**src/design/ccs_regs.svh**
```systemverilog
`ifndef CCS_REGS_SVH
`define CCS_REGS_SVH
// register byte offsets
`define CCS_OFS_CMD_STAT 8'h00
`define CCS_OFS_SRC_SEL 8'h04
`define CCS_OFS_SLEEP 8'h08
`define CCS_OFS_STATE 8'h0C
// command/status field positions
`define CCS_CCE_BIT 7
`define CCS_RDY_BIT 4
// selection field positions
`define CCS_CLOCK_OUTPUT_BIT_BIT 6
// sleep control field positions
`define CCS_SE_BIT 0
// change-enable write pattern and reset values
`define CCS_CCE_PATTERN 8'h80
`define CCS_RST_BYTE 8'h00
// change window and wake stall in cycles
`define CCS_CCE_CYC 3'h4
`define CCS_WAKE_STALL_CYC 8'h04
// start-up cycles per start-up code
`define CCS_SUT_CYC0 8'h08
`define CCS_SUT_CYC1 8'h10
`define CCS_SUT_CYC2 8'h20
`define CCS_SUT_CYC3 8'h40
// fuse capture delay after reset release
`define CCS_FUSE_DLY 2'h2
`endif

```
**src/design/ccs_pkg.sv**
```systemverilog
package ccs_pkg;
    // clock switch commands
    typedef enum logic [3:0] {
        CCS_CMD_NOP = 4'b0000,
        CCS_CMD_DISABLE = 4'b0001,
        CCS_CMD_ENABLE = 4'b0010,
        CCS_CMD_REQUEST = 4'b0011,
        CCS_CMD_SWITCH = 4'b0100,
        CCS_CMD_RECOVER = 4'b0101,
        CCS_CMD_WDT_AUTO = 4'b0110,
        CCS_CMD_CLKOUT = 4'b0111
    } ccs_cmd_e;
    // sleep mode field codes
    typedef enum logic [1:0] {
        CCS_SM_IDLE = 2'b00,
        CCS_SM_ADCNR = 2'b01,
        CCS_SM_PDOWN = 2'b10,
        CCS_SM_PSAVE = 2'b11
    } ccs_sm_e;
    // power state machine
    typedef enum logic [1:0] {
        CCS_ST_RUN = 2'b00,
        CCS_ST_SLEEP = 2'b01,
        CCS_ST_WAKE = 2'b10
    } ccs_st_e;
    // clock domain and oscillator enables
    typedef struct packed {
        logic cpu;
        logic flash;
        logic io;
        logic adc;
        logic asy;
        logic main_src;
        logic timer_osc;
        logic bod_dis_ok;
    } ccs_gate_s;
    // wake event pins
    typedef struct packed {
        logic [1:0] ext_irq;
        logic pin_change;
        logic spm_ready;
        logic adc_done;
        logic wdt_irq;
        logic usi_start;
        logic timer0_irq;
        logic other_io;
    } ccs_wake_s;
    // everything that crosses in from pins
    typedef struct packed {
        ccs_wake_s wake;
        logic clock_available;
        logic [3:0] active_source;
        logic clock_output_fuse;
        logic [1:0] startup_fuses;
        logic [3:0] source_fuses;
    } ccs_pins_s;
    // command issued to the clock switch
    typedef struct packed {
        logic valid;
        ccs_cmd_e code;
        logic [3:0] source;
        logic [1:0] startup;
    } ccs_cmd_s;
    // complete block state
    typedef struct packed {
        ccs_pins_s s1;
        ccs_pins_s s2;
        logic avail_q;
        logic [1:0] fuse_cnt;
        logic fused;
        logic cce;
        logic [2:0] cce_cnt;
        logic [3:0] cmd_field;
        logic rdy;
        logic clock_output_bit;
        logic [1:0] csut;
        logic [3:0] csel;
        logic se;
        ccs_sm_e sm;
        ccs_sm_e mode;
        ccs_st_e st;
        logic [7:0] wake_cnt;
        logic resume;
        logic wdt_auto;
        logic clkout_en;
        ccs_cmd_s cmd;
        ccs_gate_s gate;
        logic [31:0] rdata;
        logic slverr;
    } ccs_state_s;
endpackage

```
**src/design/ccs_clock_sleep.sv**
```systemverilog
// Decided for this implementation: register access over APB and the register offsets.
`timescale 1ns/1ps
// Overview of operation
// - decode nop, disable, enable, availability request
// - decode source switch and recover source
// - decode watchdog auto reload and clock output
// - selection bit 7 always reads zero
// - clock-out bit resets to inverted fuse
// - recover keeps clock-out and start-up fields
// - start-up field from fuses, used by enable/disable
// - source field from fuses, used by commands
// - recover loads current source into source field
// - idle stops only cpu and flash clocks
// - adc noise mode runs adc, async, oscillators
// - power-down stops all, few wake sources
// - power-save keeps async clock and timer
// - external irqs wake deep modes only level-triggered
// - wake stalls cpu four cycles plus start-up
// - sleep leaves register file and sram intact
// - reset during sleep restarts at reset vector
// - change enable: four-cycle window, no extension
// - ready clears on request/enable, sets when stable
// - sleep mode codes idle, adc, down, save
`include "ccs_regs.svh"
module ccs_clock_sleep
    import ccs_pkg::*;
(
    // apb slave
    input wire logic pclk,
    input wire logic presetn,
    input wire logic psel,
    input wire logic penable,
    input wire logic pwrite,
    input wire logic [7:0] paddr,
    input wire logic [31:0] pwdata,
    output logic [31:0] prdata,
    output logic pready,
    output logic pslverr,
    // fuses and clock switch feedback, asynchronous pins
    input wire logic [3:0] source_fuses,
    input wire logic [1:0] startup_fuses,
    input wire logic clock_output_fuse,
    input wire logic clock_available,
    input wire logic [3:0] active_source,
    // wake event pins
    input wire ccs_wake_s wake_events,
    // cpu side, same clock
    input wire logic sleep_instr,
    input wire logic [1:0] ext_irq_level_mode,
    // clock switch command port
    output ccs_cmd_s clock_cmd,
    output logic wdt_auto_reload,
    output logic clock_output_enable,
    // domain gating and wake
    output ccs_gate_s gate_en,
    output logic cpu_resume,
    output logic asleep
);

    ////////////////////////////////////////////////////////////////////
    // state registers
    ccs_state_s q; // current state
    ccs_state_s next_q; // next state
    ccs_pins_s pins_raw; // pins bundled for synchronising
    logic wr_acc; // write access phase
    logic csr_wr; // write hits command/status
    logic [7:0] wbyte; // low write byte
    logic avail_rise; // availability rose
    logic wake_hit; // enabled wake event in current mode
    logic [1:0] ext_ok; // external irq allowed to wake
    logic [7:0] sut_cyc; // start-up cycles for current code

    assign pins_raw = '{wake: wake_events,
                        clock_available: clock_available,
                        active_source: active_source,
                        clock_output_fuse: clock_output_fuse,
                        startup_fuses: startup_fuses,
                        source_fuses: source_fuses};
    assign wr_acc = psel && penable && pwrite;
    assign csr_wr = wr_acc && (paddr == `CCS_OFS_CMD_STAT);
    assign wbyte = pwdata[7:0];
    assign avail_rise = q.s2.clock_available && !q.avail_q;

    ////////////////////////////////////////////////////////////////////
    // gate pattern per power state and mode
    function automatic ccs_gate_s gates_for(ccs_st_e st, ccs_sm_e sm);
        ccs_gate_s g;
        g = '{default: 1'b1};
        g.bod_dis_ok = 1'b0;
        if (st != CCS_ST_RUN) begin
            case (sm)
                // only cpu and flash stop
                CCS_SM_IDLE: begin
                    g.cpu = 1'b0;
                    g.flash = 1'b0;
                end
                // adc, async and oscillators only
                CCS_SM_ADCNR: begin
                    g.cpu = 1'b0;
                    g.flash = 1'b0;
                    g.io = 1'b0;
                end
                // everything stops
                CCS_SM_PDOWN: begin
                    g = '0;
                    g.bod_dis_ok = 1'b1;
                end
                // async clock and timer oscillator stay
                CCS_SM_PSAVE: begin
                    g = '0;
                    g.asy = 1'b1;
                    g.timer_osc = 1'b1;
                    g.bod_dis_ok = 1'b1;
                end
                default: g = '0;
            endcase
            // stalled cpu during wake-up, oscillators restart
            if (st == CCS_ST_WAKE) begin
                g = '{default: 1'b1};
                g.cpu = 1'b0;
                g.flash = 1'b0;
                g.bod_dis_ok = 1'b0;
            end
        end
        return g;
    endfunction

    ////////////////////////////////////////////////////////////////////
    // wake qualification per sleep mode
    always_comb begin
        // idle: any external edge; deep modes need level mode
        ext_ok = (q.mode == CCS_SM_IDLE) ? 2'b11
                                         : ext_irq_level_mode;
        wake_hit = 1'b0;
        case (q.mode)
            // every listed source
            CCS_SM_IDLE: begin
                wake_hit = |q.s2.wake;
            end
            // no other i/o
            CCS_SM_ADCNR: begin
                wake_hit = |(q.s2.wake.ext_irq & ext_ok) ||
                           q.s2.wake.pin_change || q.s2.wake.spm_ready ||
                           q.s2.wake.adc_done || q.s2.wake.wdt_irq ||
                           q.s2.wake.usi_start ||
                           q.s2.wake.timer0_irq;
            end
            // external, pin change, watchdog, serial start only
            CCS_SM_PDOWN: begin
                wake_hit = |(q.s2.wake.ext_irq & ext_ok) ||
                           q.s2.wake.pin_change || q.s2.wake.wdt_irq ||
                           q.s2.wake.usi_start;
            end
            // as power-down plus timer
            CCS_SM_PSAVE: begin
                wake_hit = |(q.s2.wake.ext_irq & ext_ok) ||
                           q.s2.wake.pin_change || q.s2.wake.wdt_irq ||
                           q.s2.wake.usi_start ||
                           q.s2.wake.timer0_irq;
            end
            default: wake_hit = 1'b0;
        endcase
        // start-up cycles from start-up code
        case (q.csut)
            2'b00: sut_cyc = `CCS_SUT_CYC0;
            2'b01: sut_cyc = `CCS_SUT_CYC1;
            2'b10: sut_cyc = `CCS_SUT_CYC2;
            default: sut_cyc = `CCS_SUT_CYC3;
        endcase
    end

    ////////////////////////////////////////////////////////////////////
    // next-state logic
    always_comb begin
        next_q = q;
        // two-flop synchronisers
        next_q.s1 = pins_raw;
        next_q.s2 = q.s1;
        next_q.avail_q = q.s2.clock_available;
        next_q.cmd.valid = 1'b0;
        next_q.resume = 1'b0;
        // change window countdown
        if (q.cce) begin
            next_q.cce_cnt = q.cce_cnt - 3'h1;
            if (q.cce_cnt == 3'h1) begin
                next_q.cce = 1'b0;
            end
        end
        // register writes
        if (wr_acc) begin
            case (paddr)
                // command/status: protected sequence
                `CCS_OFS_CMD_STAT: begin
                    if (wbyte == `CCS_CCE_PATTERN) begin
                        // open only; a rewrite keeps the window
                        if (!q.cce) begin
                            next_q.cce = 1'b1;
                            next_q.cce_cnt = `CCS_CCE_CYC;
                        end
                    end else if (q.cce && !wbyte[`CCS_CCE_BIT]) begin
                        next_q.cce = 1'b0;
                        next_q.cmd_field = wbyte[3:0];
                        next_q.cmd.valid = !wbyte[3];
                        next_q.cmd.code = ccs_cmd_e'({1'b0, wbyte[2:0]});
                        next_q.cmd.source = q.csel;
                        next_q.cmd.startup = q.csut;
                        case (wbyte[3:0])
                            // availability lost until confirmed
                            CCS_CMD_ENABLE, CCS_CMD_REQUEST: begin
                                next_q.rdy = 1'b0;
                            end
                            // current source into source field
                            CCS_CMD_RECOVER: begin
                                next_q.csel = q.s2.active_source;
                            end
                            // watchdog auto reload
                            CCS_CMD_WDT_AUTO: begin
                                next_q.wdt_auto = 1'b1;
                            end
                            // clock output from selection bit
                            CCS_CMD_CLKOUT: begin
                                next_q.clkout_en = q.clock_output_bit;
                            end
                            // nop, disable, switch: command only
                            default: ;
                        endcase
                    end else begin // ignored outside window
                        next_q.cmd_field = q.cmd_field;
                    end
                end
                // selection register, bit 7 not stored
                `CCS_OFS_SRC_SEL: begin
                    next_q.clock_output_bit = wbyte[`CCS_CLOCK_OUTPUT_BIT_BIT];
                    next_q.csut = wbyte[5:4];
                    next_q.csel = wbyte[3:0];
                end
                // sleep control
                `CCS_OFS_SLEEP: begin
                    next_q.se = wbyte[`CCS_SE_BIT];
                    next_q.sm = ccs_sm_e'(wbyte[2:1]);
                end
                default: ; // read-only or unmapped: dropped
            endcase
        end
        // ready sets on availability, set wins
        if (avail_rise) begin
            next_q.rdy = 1'b1;
        end
        // fuse capture shortly after reset release
        if (!q.fused) begin
            next_q.fuse_cnt = q.fuse_cnt + 2'h1;
            if (q.fuse_cnt == `CCS_FUSE_DLY) begin
                next_q.fused = 1'b1;
                next_q.clock_output_bit = !q.s2.clock_output_fuse;
                next_q.csut = q.s2.startup_fuses;
                next_q.csel = q.s2.source_fuses;
            end
        end
        // power state machine; memories are never touched
        case (q.st)
            // enter sleep on instruction with enable set
            CCS_ST_RUN: begin
                if (sleep_instr && q.se) begin
                    next_q.st = CCS_ST_SLEEP;
                    next_q.mode = q.sm;
                end
            end
            // wait for a qualified wake event
            CCS_ST_SLEEP: begin
                if (wake_hit) begin
                    next_q.st = CCS_ST_WAKE;
                    next_q.wake_cnt = sut_cyc + `CCS_WAKE_STALL_CYC;
                end
            end
            // stall, then resume after sleep instruction
            CCS_ST_WAKE: begin
                next_q.wake_cnt = q.wake_cnt - 8'h01;
                if (q.wake_cnt == 8'h01) begin
                    next_q.st = CCS_ST_RUN;
                    next_q.resume = 1'b1;
                end
            end
            default: next_q.st = CCS_ST_RUN;
        endcase
        next_q.gate = gates_for(next_q.st, next_q.mode);
        // read data captured in setup phase
        next_q.rdata = '0;
        next_q.slverr = 1'b0;
        if (psel && !penable) begin
            case (paddr)
                `CCS_OFS_CMD_STAT: begin
                    next_q.rdata[7:0] = {q.cce, 2'b00, q.rdy,
                                         q.cmd_field};
                end
                `CCS_OFS_SRC_SEL: begin
                    next_q.rdata[7:0] = {1'b0, q.clock_output_bit, q.csut,
                                         q.csel};
                end
                `CCS_OFS_SLEEP: begin
                    next_q.rdata[2:0] = {q.sm, q.se};
                end
                `CCS_OFS_STATE: begin
                    next_q.rdata[9:0] = {q.st, q.gate};
                end
                default: begin
                    next_q.slverr = 1'b1;
                end
            endcase
        end
    end

    ////////////////////////////////////////////////////////////////////
    // state register; reset also returns to the reset vector
    always_ff @(posedge pclk or negedge presetn) begin
        if (!presetn) begin
            q <= '0;
            q.gate <= '{default: 1'b1};
            q.gate.bod_dis_ok <= 1'b0;
        end else begin
            q <= next_q;
        end
    end

    ////////////////////////////////////////////////////////////////////
    // outputs
    assign pready = 1'b1;
    assign prdata = q.rdata;
    assign pslverr = q.slverr && psel && penable;
    assign clock_cmd = q.cmd;
    assign wdt_auto_reload = q.wdt_auto;
    assign clock_output_enable = q.clkout_en;
    assign gate_en = q.gate;
    assign cpu_resume = q.resume;
    assign asleep = (q.st != CCS_ST_RUN);
endmodule

```
**config.mk**
```make
export PLATFORM = sky130hd
export DESIGN_NAME = ccs_clock_sleep
export DESIGN_NICKNAME = d
export VERILOG_FILES = /design/src/design/ccs_pkg.sv /design/src/design/ccs_clock_sleep.sv
export VERILOG_INCLUDE_DIRS = /design/src /design/src/design
export SDC_FILE = /design/constraint.sdc
export NUM_CORES = 1
export LEC_CHECK = 0
export BUFFER_PORTS_ARGS = -buffer_cell sky130_fd_sc_hd__buf_4
export CAP_MARGIN = 20
export CORE_ASPECT_RATIO = 0.6
export CORE_MARGIN = 2
export CORE_UTILIZATION = 36
export DETAILED_ROUTE_END_ITERATION = 10
export PLACE_DENSITY = 0.59
export SYNTH_ARGS = -nofsm -noshare
export SYNTH_HDL_FRONTEND = slang
export SYNTH_SLANG_ARGS = --single-unit
```
**constraint.sdc**
```tcl
create_clock -name pclk -period 3.1 [get_ports pclk]
set_input_delay 0.31 -clock pclk [delete_from_list [all_inputs] [get_ports pclk]]
set_output_delay 0.31 -clock pclk [all_outputs]
set_load 0.005 [all_outputs]
```
==> out/qor.csv <==
metric,value,unit
ant_nets,0,
dp.cells,569,
setup_ws,1.09,ns
synthTopCellsByArea,"dfrtp_1 (57%), buf_4 (9.2%), nor2_1 (2.5%)",
finalNonFillerCells,587,
die_h,89.0,um
cts_setup_buffers,0,
drc_errors,0,
clockBufferDepth,2,
yosys_warnings,0,
ys_ff_latch,103,
grt_overflow_total,0,
port_buffers,77,
power_density,539,nW/um2
syn_area,4330,um2
synth_top_area_cell,dfrtp_1,
total_power,2760,uW
grt_max_degree,48,
post_cts_resized,0,
drive_gt1_share,27.6,%
ir_drop,0.260,mV
clock_latency,0.35,ns
hp-class,input pin to register,
cts_tree,yes,
synth_cells,370,
yosysUniqueCellTypes,55,
worst_ep_required_time,3.31,ns
p_leak,0.00243,uW
synthArstFlopShare,100,%
cts.sinks,103,
core,11500,um2
min_period,2.01,ns
synth_top_area_share,57.2,%
drt_pre_antenna_iters,5,
nets,497,
syn_area_per_cell,11.7,um2
syn2layout_area_growth,18.3,%
period_share,64.8,%
cts.clk_slew.worst_paths,0.07,ns
slew_violations,0,
clock.fmax,497,MHz
critPathLaunchType,register,
design_area,5120,um2
synth_edf_count,0,
ctsRootBufferMaster,clkbuf_16,
grt_pass1_wl,13900,um
vias,2658,
drt_iter0_markers,290,
wirelength,8800,um
cp_max_fo,8,
rsz0062_at_grt,no,
cts_htree_levels,3,
gp_congestion,0.832,
yosysSeqAreaShare,59.6,%
finalSetupViolations,0,
tightest_slew,0.581,ns
max_slew_margin,61.3,%
hpwl,6730,um
start_util,37.6,%
ioPinCount,126,
tns,0,ns
post_drt_wl_per_cell,15.0,um
viasPerCell,4.53,
antenna_found_initial,0,
synthTopCellsByCount,"dfrtp_1 (99), buf_4 (53), nor2_1 (29)",
die_w,146,um
dpl-instance-area,4770,um2
place_ws,0.822,ns
status,"complete, no violations",
die_area,13000,um2
hold_violations,0,
crit_type,register to register,
yosysMostFrequentCell,dfrtp_1,
grt_pass1_vias,2547,
cp-end-kind,register,
ys.flop_type,dfrtp_1,
arrival,2.22,ns
row_count,30,
antennaDiodeCount,0,
grt.total_usage,14.4,%
postCtsHoldBufs,1,
numCtsBuffers,9,
max-cap-violations,0,
skew,0.00966,ns
==> final timing paths <==
kind / slack [ns] / from / depth (start not counted) / to
setup / recovery: 1.09 / q[85] / 5 / q[73]
hold / removal: 0.07 / wake_events[4] / 1 / next_q[106]
setup reg to reg: 1.09 / q[85] / 5 / q[73]
hold reg to reg: 0.35 / next_q[106] / 0 / q[106]
max in group asynchronous: 1.77 / presetn / 3 / gate_en[7]
min in group asynchronous: 0.50 / presetn / 2 / next_q[99]
==> cell type report <==
type / count / area [um2]
fillers: 1092 / 6400
flip-flops and latches: 103 / 2580
multi-input cells: 213 / 1340
repair buffers: 81 / 611
clock buffers: 10 / 239
well taps: 160 / 200
clock inverters: 6 / 98.8
inverters: 14 / 52.6
==> report_power, final <==
part | switching (uW) | internal (uW)
clock network | 497 | 743
registers | 14.8 | 1380
logic | 72.7 | 55.4
==> metal layers <==
| metal | part of all wire [%] | up-vias | global-route usage [%] |
|---|---|---|---|
| li1 | - | 1301 | - |
| met5 | 0 | - | 0 |
| met3 | 7.9 | 6 | 5.87 |
| met1 | 50 | 1258 | 21.3 |
| met4 | 0.89 | 0 | 2.94 |
| met2 | 41 | 93 | 19.9 |
==> worst max-delay path, stage by stage (launching register included) <==
cell	delay, ns
dfrtp_1	0.51
nor2b_1	0.40
nor4b_1	0.33
o21ai_1	0.17
a222oi_1	0.34
a21oi_1	0.12
==> cells by family (layout without fill, tap and decap cells) <==
logic type	Yosys count	in the layout	synth area share, %
AOI/OAI and AO/OA	57	57	8.41
buffers and inverters	76	111	11.4
DFF	103	103	59.6
muxes	20	20	5.46
and+or+nand+nor	104	104	12.8
adders and majority gates	6	6	1.73
other	2	24	0.173
xor gates and xnor gates	2	2	0.404
==> registers in the layout (all words and copies together) (netlist names) <==
name                 count
clock_output_enable      1
q                       56
clock_cmd                7
cpu_resume               1
next_q                  22
wdt_auto_reload          1
gate_en                  5
prdata                  10
==> stage by stage <==
step / utilization (%) / hold slack, ns
3_5_place_dp: 41.4 / 0.335
5_1_grt: 44.5 / 0.0447
3_3_place_gp: 41.4 / 0.334
6_report: 44.5 / 0.0653
2_1_floorplan: - / 0.0144
4_1_cts: 44.4 / 0.0528
==> placed cells by master (no fill, tap or decap), drive strengths merged, types with 3 or more instances in the layout <==
master / synthesis / layout
a21oi: 16 / 16
nor2: 30 / 30
clkbuf: 6 / 11
nand2: 26 / 26
inv: 14 / 17
mux2i: 9 / 9
ha: 6 / 6
nand2b: 3 / 3
nor4: 5 / 5
nor2b: 3 / 3
nand3: 13 / 13
buf: 56 / 79
mux2: 9 / 9
a222oi: 4 / 4
or3: 3 / 3
conb: 2 / 24
dfrtp: 99 / 99
o311ai: 3 / 3
nor3: 5 / 5
o21ai: 19 / 19
and2: 3 / 3
dfstp: 4 / 4
Note: power is estimated with default switching activity, not from simulation.
